<file path="src/core/bpa_pkg.sv">
// Purpose: Shared constants for the bidirectional pulse accumulator channel
// Assumes: 25 MHz time base, 16-bit register data path
// Notes: Offsets are byte addresses on the plain register port
package bpa_pkg;
  localparam int ADDR_W = 8;
  localparam int DATA_W = 16;
  localparam int MAG_W = 15;

  // Register offsets
  localparam logic [7:0] ADDR_CMD = 8'h00;
  localparam logic [7:0] ADDR_RESULT = 8'h04;
  localparam logic [7:0] ADDR_STATUS = 8'h08;
  localparam logic [7:0] ADDR_IRQ_STAT = 8'h0c;
  localparam logic [7:0] ADDR_IRQ_MASK = 8'h10;
  localparam logic [7:0] ADDR_INFO = 8'h14;

  // Input configuration byte fields
  localparam int ICFG_INT_FAULT = 0;
  localparam int ICFG_INT_SAMPLE = 1;
  localparam int ICFG_MULT_LO = 2;

  // Marker configuration byte fields
  localparam int MCFG_ENABLE = 0;
  localparam int MCFG_PRESET = 1;
  localparam int MCFG_FLAG = 2;
  localparam int MCFG_IRQ = 3;

  // Channel status buffer bits
  localparam int STAT_MARK = 0;
  localparam int STAT_BAD_CMD = 1;
  localparam int STAT_OVERRUN = 2;
  localparam int STAT_W = 3;

  // Interrupt status and mask bits
  localparam int IRQ_SAMPLE = 0;
  localparam int IRQ_MARK = 1;
  localparam int IRQ_FAULT = 2;
  localparam int IRQ_W = 3;

  // Commands while running
  localparam logic [7:0] CMD_COUNT_REQUEST = 8'h01;
  localparam logic [7:0] CMD_NEW_MODE = 8'h80;

  // Count multiplier encodings
  localparam logic [1:0] MULT_X1 = 2'h0;
  localparam logic [1:0] MULT_X2 = 2'h1;

  // Reset values, unit step and saturation limit
  localparam logic [7:0] CFG_RESET = 8'h00;
  localparam logic [MAG_W-1:0] MAG_ZERO = 15'h0000;
  localparam logic [MAG_W-1:0] MAG_ONE = 15'h0001;
  localparam logic [MAG_W-1:0] MAG_MAX = 15'h7fff;

  // Timing
  localparam int CLK_MHZ = 25;
  localparam int SAMPLE_INTERVAL_US = 1000;
  localparam int SAMPLE_CYCLES = SAMPLE_INTERVAL_US * CLK_MHZ;

  typedef enum logic [1:0] {
    ST_CFG_INPUT = 2'b00,
    ST_CFG_MARKER = 2'b01,
    ST_RUN = 2'b10
  } bpa_state_type;
endpackage

</file>
<file path="src/core/bpa_quad_decoder.sv">
// Purpose: Two-phase transition decoder giving up and down step pulses
// Assumes: Phase inputs synchronous to ref_clk_in
// Notes: Illegal double-phase changes give no step
module bpa_quad_decoder (
  input wire logic ref_clk_in,
  input wire logic rstn_in,
  input wire logic phase_a_in,
  input wire logic phase_b_in,
  input wire logic [1:0] mult_in,
  output logic step_up_out,
  output logic step_down_out
);
  logic [1:0] cur;
  logic [1:0] prev;
  wire fwd;
  wire rev;
  wire a_change;
  wire a_rise;
  wire allow;

  function automatic logic is_fwd(input logic [1:0] p, input logic [1:0] c);
    is_fwd = (p == 2'b00 && c == 2'b01) || (p == 2'b01 && c == 2'b11) ||
             (p == 2'b11 && c == 2'b10) || (p == 2'b10 && c == 2'b00);
  endfunction

  assign fwd = is_fwd(prev, cur);
  assign rev = is_fwd(cur, prev);
  assign a_change = prev[1] ^ cur[1];
  assign a_rise = !prev[1] && cur[1];
  assign allow = (mult_in == bpa_pkg::MULT_X1) ? a_rise :
                 (mult_in == bpa_pkg::MULT_X2) ? a_change : 1'b1;

  always_ff @(posedge ref_clk_in or negedge rstn_in) begin
    if (!rstn_in) begin
      cur <= 2'b00;
      prev <= 2'b00;
      step_up_out <= 1'b0;
      step_down_out <= 1'b0;
    end else begin
      cur <= {phase_a_in, phase_b_in};
      prev <= cur;
      step_up_out <= fwd && allow;
      step_down_out <= rev && allow;
    end
  end
endmodule // bpa_quad_decoder

</file>
<file path="src/core/bpa_accumulator.sv">
// Purpose: One channel of bidirectional pulse accumulation with marker handling
// Assumes: Bus master follows the command buffer handshake
// Notes: Counts are sign-magnitude, direction in the top bit
//
// Local design decisions: the register addresses and the address-and-strobe port.
module bpa_accumulator #(
  parameter int SAMPLE_CYCLES = bpa_pkg::SAMPLE_CYCLES,
  parameter logic [14:0] PRESET_VALUE = 15'h0100
) (
  input wire logic ref_clk_in,
  input wire logic rstn_in,
  input wire logic [7:0] addr_in,
  input wire logic [15:0] wdata_in,
  input wire logic wr_in,
  input wire logic rd_in,
  output logic [15:0] rdata_out,
  input wire logic phase_a_in,
  input wire logic phase_b_in,
  input wire logic marker_in,
  output logic irq_out
);
  localparam int CNT_W = $clog2(SAMPLE_CYCLES + 1);
  localparam logic [CNT_W-1:0] LAST_TICK = CNT_W'(SAMPLE_CYCLES - 1);

  bpa_pkg::bpa_state_type state;
  logic [7:0] icfg;
  logic [7:0] mcfg;
  logic [7:0] cmd_byte;
  logic cmd_full;
  logic dir;
  logic [14:0] mag;
  logic [15:0] result;
  logic out_full;
  logic [2:0] status_buf;
  logic [2:0] irq_stat;
  logic [2:0] irq_mask;
  logic [CNT_W-1:0] tick_cnt;
  logic req_done;
  logic marker_d;
  logic next_dir;
  logic [14:0] next_mag;
  wire step_up;
  wire step_down;

  wire running = (state == bpa_pkg::ST_RUN);
  wire wr_cmd = wr_in && (addr_in == bpa_pkg::ADDR_CMD);
  wire wr_irq_stat = wr_in && (addr_in == bpa_pkg::ADDR_IRQ_STAT);
  wire wr_irq_mask = wr_in && (addr_in == bpa_pkg::ADDR_IRQ_MASK);
  wire rd_result = rd_in && (addr_in == bpa_pkg::ADDR_RESULT);
  wire rd_status = rd_in && (addr_in == bpa_pkg::ADDR_STATUS);
  wire take = cmd_full;
  wire tick = running && (tick_cnt == LAST_TICK);
  wire marker_edge = marker_in && !marker_d;
  wire marker_hit = running && mcfg[bpa_pkg::MCFG_ENABLE] && marker_edge;
  wire run_cmd = take && running;
  wire cmd_new_mode = run_cmd && (cmd_byte == bpa_pkg::CMD_NEW_MODE);
  wire cmd_req_ok = run_cmd && (cmd_byte == bpa_pkg::CMD_COUNT_REQUEST) && !req_done;
  wire cmd_bad = run_cmd && !cmd_new_mode && !cmd_req_ok;
  wire [15:0] count_word = {dir, mag};
  wire post = tick || cmd_req_ok;
  wire overrun = post && out_full && !rd_result;
  wire [2:0] new_flags = {overrun, cmd_bad, marker_hit && mcfg[bpa_pkg::MCFG_FLAG]};
  wire fault_posted = overrun || cmd_bad;
  wire [2:0] irq_set = {fault_posted && icfg[bpa_pkg::ICFG_INT_FAULT],
                        marker_hit && mcfg[bpa_pkg::MCFG_IRQ],
                        tick && icfg[bpa_pkg::ICFG_INT_SAMPLE]};
  wire [15:0] info_word = {1'b0, running, out_full, cmd_full, mcfg[3:0], icfg};
  wire [15:0] read_mux = (addr_in == bpa_pkg::ADDR_CMD) ? {15'h0000, cmd_full} :
                         (addr_in == bpa_pkg::ADDR_RESULT) ? result :
                         (addr_in == bpa_pkg::ADDR_STATUS) ? {13'h0000, status_buf} :
                         (addr_in == bpa_pkg::ADDR_IRQ_STAT) ? {13'h0000, irq_stat} :
                         (addr_in == bpa_pkg::ADDR_IRQ_MASK) ? {13'h0000, irq_mask} :
                         (addr_in == bpa_pkg::ADDR_INFO) ? info_word : 16'h0000;

  assign irq_out = |(irq_stat & irq_mask);

  bpa_quad_decoder u_decoder (
    .ref_clk_in(ref_clk_in),
    .rstn_in(rstn_in),
    .phase_a_in(phase_a_in),
    .phase_b_in(phase_b_in),
    .mult_in(icfg[bpa_pkg::ICFG_MULT_LO +: 2]),
    .step_up_out(step_up),
    .step_down_out(step_down)
  );

  // Next count value
  always_comb begin
    next_dir = dir;
    next_mag = mag;
    if (marker_hit) begin
      next_dir = 1'b0;
      next_mag = mcfg[bpa_pkg::MCFG_PRESET] ? PRESET_VALUE : bpa_pkg::MAG_ZERO;
    end else if (running && step_up) begin
      if (!dir) begin
        next_mag = (mag == bpa_pkg::MAG_MAX) ? mag : mag + bpa_pkg::MAG_ONE;
      end else begin
        next_mag = mag - bpa_pkg::MAG_ONE;
        next_dir = (mag != bpa_pkg::MAG_ONE);
      end
    end else if (running && step_down) begin
      if (!dir && mag == bpa_pkg::MAG_ZERO) begin
        next_dir = 1'b1;
        next_mag = bpa_pkg::MAG_ONE;
      end else if (!dir) begin
        next_mag = mag - bpa_pkg::MAG_ONE;
      end else begin
        next_mag = (mag == bpa_pkg::MAG_MAX) ? mag : mag + bpa_pkg::MAG_ONE;
      end
    end
  end

  always_ff @(posedge ref_clk_in or negedge rstn_in) begin
    if (!rstn_in) begin
      state <= bpa_pkg::ST_CFG_INPUT;
      icfg <= bpa_pkg::CFG_RESET;
      mcfg <= bpa_pkg::CFG_RESET;
    end else if (take) begin
      case (state)
        bpa_pkg::ST_CFG_INPUT: begin
          icfg <= cmd_byte;
          state <= bpa_pkg::ST_CFG_MARKER;
        end
        bpa_pkg::ST_CFG_MARKER: begin
          mcfg <= cmd_byte;
          state <= bpa_pkg::ST_RUN;
        end
        bpa_pkg::ST_RUN: begin
          if (cmd_new_mode) begin
            state <= bpa_pkg::ST_CFG_INPUT;
          end
        end
        default: begin
          state <= bpa_pkg::ST_CFG_INPUT;
        end
      endcase
    end
  end

  // Command buffer, taken the cycle after it fills
  always_ff @(posedge ref_clk_in or negedge rstn_in) begin
    if (!rstn_in) begin
      cmd_full <= 1'b0;
      cmd_byte <= 8'h00;
    end else if (wr_cmd && !cmd_full) begin
      cmd_full <= 1'b1;
      cmd_byte <= wdata_in[7:0];
    end else if (take) begin
      cmd_full <= 1'b0;
    end
  end

  always_ff @(posedge ref_clk_in or negedge rstn_in) begin
    if (!rstn_in) begin
      dir <= 1'b0;
      mag <= bpa_pkg::MAG_ZERO;
    end else if (!running) begin
      dir <= 1'b0;
      mag <= bpa_pkg::MAG_ZERO;
    end else begin
      dir <= next_dir;
      mag <= next_mag;
    end
  end

  // Interval timer and request limit
  always_ff @(posedge ref_clk_in or negedge rstn_in) begin
    if (!rstn_in) begin
      tick_cnt <= '0;
      req_done <= 1'b0;
      marker_d <= 1'b0;
    end else begin
      marker_d <= marker_in;
      tick_cnt <= (!running || tick) ? '0 : tick_cnt + CNT_W'(1);
      req_done <= (running && !tick) && (req_done || cmd_req_ok);
    end
  end

  // Result buffer, set wins over read
  always_ff @(posedge ref_clk_in or negedge rstn_in) begin
    if (!rstn_in) begin
      result <= 16'h0000;
      out_full <= 1'b0;
    end else begin
      if (post) begin
        result <= count_word;
      end
      out_full <= post || (out_full && !rd_result);
    end
  end

  always_ff @(posedge ref_clk_in or negedge rstn_in) begin
    if (!rstn_in) begin
      status_buf <= 3'h0;
    end else begin
      status_buf <= (rd_status ? 3'h0 : status_buf) | new_flags;
    end
  end

  // Interrupt status, write one clears, set wins
  always_ff @(posedge ref_clk_in or negedge rstn_in) begin
    if (!rstn_in) begin
      irq_stat <= 3'h0;
      irq_mask <= 3'h0;
      rdata_out <= 16'h0000;
    end else begin
      irq_stat <= (irq_stat & ~(wr_irq_stat ? wdata_in[2:0] : 3'h0)) | irq_set;
      if (wr_irq_mask) begin
        irq_mask <= wdata_in[2:0];
      end
      rdata_out <= rd_in ? read_mux : 16'h0000;
    end
  end
endmodule // bpa_accumulator

</file>
<file path="config.mk">
export PLATFORM = sky130hd
export DESIGN_NAME = bpa_accumulator
export DESIGN_NICKNAME = d
export VERILOG_FILES = /design/src/core/bpa_pkg.sv /design/src/core/bpa_quad_decoder.sv /design/src/core/bpa_accumulator.sv
export SDC_FILE = /design/constraint.sdc
export NUM_CORES = 1
export LEC_CHECK = 0
export BUFFER_PORTS_ARGS = -buffer_cell sky130_fd_sc_hd__buf_2
export CORE_ASPECT_RATIO = 1.4
export CORE_MARGIN = 2
export CORE_UTILIZATION = 54
export DETAILED_ROUTE_END_ITERATION = 10
export PLACE_DENSITY = 0.74
export SLEW_MARGIN = 20
export SYNTH_ARGS = -nofsm -noshare
export SYNTH_HDL_FRONTEND = slang
export SYNTH_SLANG_ARGS = --single-unit
</file>
<file path="constraint.sdc">
create_clock -name ref_clk_in -period 4.1 [get_ports ref_clk_in]
set_input_delay 1.23 -clock ref_clk_in [delete_from_list [all_inputs] [get_ports ref_clk_in]]
set_output_delay 1.23 -clock ref_clk_in [all_outputs]
set_load 0.05 [all_outputs]
</file>
==> Word-level counts from Yosys, hierarchy flattened <==
Cells that the tools add are included.
{ "totals": {"register_bits": 104, "in_bits": 31, "out_inout_bits": 17, "wordCells": 152} }
{ "op_classes": {"n_addsub": 3, "eq_ne": 22, "mux": 30, "n_bitwise": 6, "n_reduce_logical": 71} }
{ "ops": {"columns": ["cell", "n"], "rows": [
  ["two-way mux 15 bit", 13],
  ["two-way mux 16 bit", 3],
  ["logical AND 1 bit", 39],
  ["adder 15 x 1 -> 15 bit (second input constant)", 2],
  ["== test 15 bit (second input constant)", 2],
  ["== test 8 x 4 -> 1 bit (second input constant)", 2],
  ["== test 8 x 5 -> 1 bit (second input constant)", 2],
  ["logical NOT 15 bit", 1],
  ["inequality test 15 x 1 -> 1 bit (second input constant)", 1],
  ["subtractor 15 x 1 -> 15 bit (second input constant)", 1],
  ["logical OR 1 bit", 11],
  ["== test 2 bit (second input constant)", 5],
  ["logical NOT 1 bit", 10],
  ["two-way mux 1 bit", 9],
  ["two-way mux 9 bit", 1],
  ["== test 2 x 1 -> 1 bit (second input constant)", 4],
  ["== test 8 x 1 -> 1 bit (second input constant)", 1],
  ["== test 8 x 3 -> 1 bit (second input constant)", 1],
  ["== test 8 bit (second input constant)", 1],
  ["logical NOT 2 bit", 4],
  ["logical NOT 8 bit", 1],
  ["inequality test 4 x 1 -> 1 bit (second input constant)", 2],
  ["AND reduction 2 bit", 4],
  ["AND 3 bit", 2],
  ["8 further kinds", 10]
]} }

==> Longest topological paths before layout <==
{ "logic_depth": {"depth_word": 10, "mapped_depth": 8} }

==> By module <==
From an unflattened synthesis, not the netlist that was laid out.
{ "unflattened": {"hier_cells": 517, "hier_area_um2": 5312.6} }
{ "modules_own_cells": {"columns": ["mod", "instances", "cells_each", "area_each_um2", "seq_area_each_um2"], "rows": [
  ["bpa_accumulator", 1, 500, 5081.1, 2452.4],
  ["bpa_quad_decoder", 1, 17, 231.5, 150.1]
]} }

==> Worst setup path after synthesis <==
OpenSTA, ideal clock, no wires.
{ "synth_timing": {"kind": "input port to flip-flop", "startpoint": "input addr_in[0]", "endpoint": "register cmd_byte[0]", "t_arrival_ns": 2.851, "path_slack_ns": 1.124, "cell_stages": 6, "path_buffers": 1, "cell_sequence": "or4_1 > buf_2 > or3_4 > nor4_4 > nand2_4 > mux2_2"} }
{ "synth_between": {"elab_chain_cells": 3} }
{ "synth_rtl": {"columns": ["item", "line", "rtl"], "rows": [
  ["start: declaration", "bpa_accumulator.sv:12", "input wire logic [7:0] addr_in,"],
  ["logical NOT 8 bit", "bpa_accumulator.sv:46", "wire wr_cmd = wr_in && (addr_in == bpa_pkg::ADDR_CMD);"],
  ["logical AND 1 bit", "bpa_accumulator.sv:46", null],
  ["logical AND 1 bit", "bpa_accumulator.sv:145", "end else if (wr_cmd && !cmd_full) begin"],
  ["end signal: assignment", "bpa_accumulator.sv:147", "cmd_byte <= wdata_in[7:0];"],
  ["end: declaration", "bpa_accumulator.sv:28", "logic [7:0] cmd_byte;"]
]} }
No other way between the ends.
A chain may end at the register's enable or synchronous reset.

==> Worst setup path in the final report <==
{ "layout_timing": {"startpoint": "input addr_in[0]", "endpoint": "register rdata_out[3]"} }
{ "layout_between": {"elab_chain_cells": 8, "word_cells_on_any_way": 13, "classes_between": "eq/ne: 5; mux: 7; reduce/logical: 1"} }
{ "layout_rtl": {"columns": ["item", "line", "rtl"], "rows": [
  ["== test 8 x 5 -> 1 bit", "bpa_accumulator.sv:73", "(addr_in == bpa_pkg::ADDR_INFO) ? info_word : 16'h0000;"],
  ["two-way mux 15 bit", "bpa_accumulator.sv:73", null],
  ["two-way mux 15 bit", "bpa_accumulator.sv:72", "(addr_in == bpa_pkg::ADDR_IRQ_MASK) ? {13'h0000, irq_mask} :"],
  ["two-way mux 15 bit", "bpa_accumulator.sv:71", "(addr_in == bpa_pkg::ADDR_IRQ_STAT) ? {13'h0000, irq_stat} :"],
  ["two-way mux 15 bit", "bpa_accumulator.sv:70", "(addr_in == bpa_pkg::ADDR_STATUS) ? {13'h0000, status_buf} :"],
  ["two-way mux 16 bit", "bpa_accumulator.sv:69", "(addr_in == bpa_pkg::ADDR_RESULT) ? result :"],
  ["two-way mux 16 bit (*)", "bpa_accumulator.sv:68", "wire [15:0] read_mux = (addr_in == bpa_pkg::ADDR_CMD) ? {15'h0000, cmd_full} :"],
  ["two-way mux 16 bit (*)", "bpa_accumulator.sv:211", "rdata_out <= rd_in ? read_mux : 16'h0000;"],
  ["end signal: assignment", "bpa_accumulator.sv:211", null],
  ["end: declaration", "bpa_accumulator.sv:16", "output logic [15:0] rdata_out,"]
]} }
Mark *: on every way between the ends. The rest lies on a longest branch, timed or not.

==> impl.org <==
** Status
- Outcome :: finished clean

** Floorplan
- The initial utilization of the core area, before any placement, comes to 0.549.
- Core footprint :: 9410 µm²
- # rows :: 42
- The die covers 10,400 µm².
- Boundary pin count :: 48
- Measured along the y axis, the die boundary spans 120 µm.
- Die width :: 86.7 µm

** Power
- Power spread over the standard cell area amounts to 349 nW/µm².
- For this design the static power due to leakage is 2.61 nW.
- The design draws 2.00 mW.
- VDD sags by at most 225 µV.

** Clock network
- H-Tree Depth :: 3
- After clock tree synthesis, the repair step resized 0 gates.
- Clock tree synthesis selected as its root buffer the cell sky130_fd_sc_hd__clkbuf_16.
- In this run the deepest clock path goes through 2 buffers.
- Clock latency on the worst-skew pair :: 340 ps
- Post-CTS Setup Inserts :: 0
- Clock-pin transition on the worst setup and hold timing paths :: 70 ps
- TritonCTS built the clock tree.
- TritonCTS buffer count :: 9
- Buffers inserted to repair hold after CTS numbered 0.
- Clock tree synthesis found a total of 104 sinks.

** STA
- For the final routed database, the setup TNS stands at 0 ps.
- Worst relative slew slack :: 0.390
- Of the available clock period, the critical path in the final layout requires 0.737.
- Timing would allow up to 331 MHz.
- After layout, the worst setup slack is 1080 ps.
- Number of endpoints failing setup at the final stage :: 0
- Transition at the pin with the smallest max-transition slack :: 915 ps
- The final count of hold timing violations is 0.
- Counting I/O delays and the setup requirement, the final critical path takes 3020 ps.
- RSZ-0062 raised after global routing :: no
- For the final database, setup skew stands at 5.76 ps.
- Fin. max-slew vios :: 0

** Global route
- Global-route met1 utilization :: 0.330
- Maximum number of pins on one net before global-route repair :: 61
- For this run the aggregate overflow at the end of global routing stands at 0.
- The first global-routing pass estimated 20,100 µm of wire.
- Global routing usage summed across all routing layers :: 0.249
- Busiest layer in global routing :: met2
- The number of global-route vias before repair came to 3,981.
- For met2 alone, demand over resource in global routing was 0.405.
- M3 GR Usage :: 0.0316
- The number of antenna violations at the first check in global routing came to 0.

** Critical path
- The critical path goes through buf_2 -> or4_1 -> nor3_1 -> and3_1 -> a22oi_1 -> nor2_1.
- For the worst setup path, the data arrival time is 3300 ps.
- Counting both buffers and inverters, the worst setup path holds a total of 1.
- STA puts the critical path data required time at 4370 ps.
- Crit path capture type :: register
- Delay of the slowest critical-path stage :: 640 ps
- Startpoint Class :: input port
- Register-to-register setup slack :: 1290 ps
- Critical path's slowest cell :: sky130_fd_sc_hd__or4_1
- Delay-heaviest family, CP :: simple AND/OR/NAND/NOR gates
- Of all nets on the critical path, the largest fanout is 12.
- The worst setup path is of the in2reg kind.

** Synthesis
- Counting every instance in the synthesized netlist gives 485.
- Of all flip-flops after synthesis, the portion carrying an async set or reset was 1.00.
- Of the synthesized area, sequential elements account for 0.504.
- In this run, synthesis inferred 0 flip-flops with an integrated enable.
- Count of different cell masters after synthesis :: 62
- Most common flop cell mapped by yosys :: sky130_fd_sc_hd__dfrtp_1
- For this run, the number of Yosys warnings is 0.
- The cell area that synthesis handed to floorplanning was 5170 µm².
- After synthesis, the mean cell area works out to 10.7 µm².
- In this run, synthesis produced a sequential element count of 104.
- Synthesis produced a netlist with a net count of 521.

** Route
- Once detail routing completed, the nets flagged for antenna violations numbered 0.
- The first detailed-routing pass took 5 iterations.
- Post-detailed-route DRC marker count :: 0
- Per-cell via count in the routed design :: 6.37
- DR vias :: 3,999
- 1st-iter DRT viols :: 411
- The final layout contains routed wiring with a total length of 12,100 µm.
- Detail-routed net length per standard cell :: 19.2 µm

** Final layout
- Final-layout fill cell count :: 779
- Across the whole layout, storage elements account for 2600 µm².
- P&R area growth vs syn :: 10.8%
- Layout Cell Area excl Fill :: 5720 µm²
- Final-stage net count :: 550
- Antenna Diode Count :: 0
- Share of cells above drive strength 1 :: 0.224
- In the final layout, the multi-input gates occupy 2390 µm².

** Place
- Routability-driven placement finished with a final weighted congestion of 0.920.
- Number of input and output port buffers inserted :: 39
- Before CTS, the worst setup slack after placement is 738 ps.
- Placed inst area :: 5420 µm²
- Detailed placement ended at an HPWL of 8490 µm.

** Hold path
- The min-delay analysis places its worst path in the category reg2reg.

** Run
- Across the run, the number of max-cap violations was 0.
[synth_stat cells, types with 3 or more instances]
library cell	n	area, µm²
sky130_fd_sc_hd__nand4b_1	3	26.3
sky130_fd_sc_hd__a21oi_1	16	80.1
sky130_fd_sc_hd__ha_1	5	62.6
sky130_fd_sc_hd__xor2_1	11	96.3
sky130_fd_sc_hd__nor3_1	20	100
sky130_fd_sc_hd__a31oi_1	5	31.3
sky130_fd_sc_hd__and2_1	6	37.5
sky130_fd_sc_hd__nor2_1	45	169
sky130_fd_sc_hd__a32o_1	3	30.0
sky130_fd_sc_hd__nand3_1	15	75.1
sky130_fd_sc_hd__o21a_1	3	22.5
sky130_fd_sc_hd__nand2_1	24	90.1
sky130_fd_sc_hd__a21o_1	4	30.0
sky130_fd_sc_hd__or4_1	5	37.5
sky130_fd_sc_hd__or3_1	4	25.0
sky130_fd_sc_hd__nand4_1	17	106
sky130_fd_sc_hd__a22oi_1	16	120
sky130_fd_sc_hd__mux2_2	41	462
sky130_fd_sc_hd__mux2i_1	3	30.0
sky130_fd_sc_hd__o211ai_1	4	30.0
sky130_fd_sc_hd__nand3b_1	4	30.0
sky130_fd_sc_hd__nor4_1	8	50.1
sky130_fd_sc_hd__nor3b_1	3	22.5
sky130_fd_sc_hd__buf_2	11	55.1
sky130_fd_sc_hd__xnor2_1	6	52.6
sky130_fd_sc_hd__clkbuf_1	13	48.8
sky130_fd_sc_hd__a211oi_1	4	30.0
sky130_fd_sc_hd__a221oi_1	4	35.0
sky130_fd_sc_hd__inv_1	15	56.3
sky130_fd_sc_hd__nand2b_1	6	37.5
sky130_fd_sc_hd__dfrtp_1	104	2600
sky130_fd_sc_hd__o21ai_0	9	45.0
sky130_fd_sc_hd__and3_1	9	56.3
[power by group]
group          switching (mW)  leakage [nW]  internal (mW)
Clock                   0.381         0.151          0.493
Combinational          0.0497          1.02         0.0270
Sequential            0.00926          1.44           1.04
Total                   0.440          2.61           1.56
[metrics by stage]
| stage | std cells | utilization | hold WS [ps] |
|---|---|---|---|
| 2_1_floorplan | 485 | - | 373 |
| 3_3_place_gp | 613 | 0.576 | 386 |
| 3_5_place_dp | 613 | 0.576 | 395 |
| 4_1_cts | 628 | 0.609 | 410 |
| 5_1_grt | 628 | 0.609 | 418 |
| 6_report | 628 | 0.609 | 402 |
[cells in the final DEF (no fill, tap or decap), types with 5 or more instances in the layout]
master / n
sky130_fd_sc_hd__buf_4: 6
sky130_fd_sc_hd__mux2_2: 41
sky130_fd_sc_hd__nand4_1: 17
sky130_fd_sc_hd__and3_1: 9
sky130_fd_sc_hd__or4_1: 5
sky130_fd_sc_hd__a31oi_1: 5
sky130_fd_sc_hd__xnor2_1: 6
sky130_fd_sc_hd__inv_1: 15
sky130_fd_sc_hd__buf_2: 38
sky130_fd_sc_hd__o21ai_0: 9
sky130_fd_sc_hd__a22oi_1: 16
sky130_fd_sc_hd__nand2_1: 24
sky130_fd_sc_hd__ha_1: 5
sky130_fd_sc_hd__xor2_1: 11
sky130_fd_sc_hd__nor3_1: 20
sky130_fd_sc_hd__a21oi_1: 16
sky130_fd_sc_hd__dfrtp_1: 104
sky130_fd_sc_hd__nand2b_1: 6
sky130_fd_sc_hd__nand3_1: 15
sky130_fd_sc_hd__and2_1: 6
sky130_fd_sc_hd__nor2_1: 45
sky130_fd_sc_hd__clkbuf_16: 9
sky130_fd_sc_hd__nor4_1: 8
[cell type report]
type                            count  area share
Clock inverter                      5      0.0111
Inverter                           15     0.00984
Timing Repair Buffer               44      0.0411
Tap cell                          110      0.0240
Clock buffer                       10      0.0417
Multi-Input combinational cell    340       0.417
Sequential cell                   104       0.455
[per-layer routing]
metal / wire (µm) / share of wire / vias up
met5: 0 / 0 / -
met4: 408 / 0.034 / 0
met3: 516 / 0.043 / 38
met2: 6040 / 0.50 / 139
met1: 5090 / 0.42 / 1961
li1: - / - / 1861
[cell families after synthesis]
family / after synthesis / share of synthesized area
DFF: 104 / 0.504
adders and majority gates: 5 / 0.0121
and+or+nand+nor: 184 / 0.199
buffers and inverters: 41 / 0.0339
muxes: 44 / 0.0952
xor gates and xnor gates: 17 / 0.0288
AOI/OAI and AO/OA: 90 / 0.128
[state kept, by name, summed over array words and instances, names as in the netlist, 2 cells and up]
name / count
rdata_out: 16
result: 16
mag: 15
tick_cnt: 15
cmd_byte: 8
icfg: 8
mcfg: 4
irq_mask: 3
irq_stat: 3
status_buf: 3
state: 2
u_decoder.cur: 2
u_decoder.prev: 2
[final timing paths]
| path | startpoint | endpoint | cells past startpoint |
|---|---|---|---|
| worst min register to register | u_decoder.cur[0]$_DFF_PN0_ | u_decoder.prev[0]$_DFF_PN0_ | 0 |
| worst min-delay path | u_decoder.cur[0]$_DFF_PN0_ | u_decoder.prev[0]$_DFF_PN0_ | 0 |
| max in group asynchronous | rstn_in | result[0]$_DFFE_PN0P_ | 2 |
| min in group asynchronous | rstn_in | mag[10]$_DFFE_PN0P_ | 1 |
| worst max-delay path | addr_in[0] | rdata_out[3]$_DFF_PN0_ | 6 |
| worst max register to register | tick_cnt[10]$_DFF_PN0_ | result[6]$_DFFE_PN0P_ | 4 |
No activity file was read; power rests on OpenSTA's default activity.
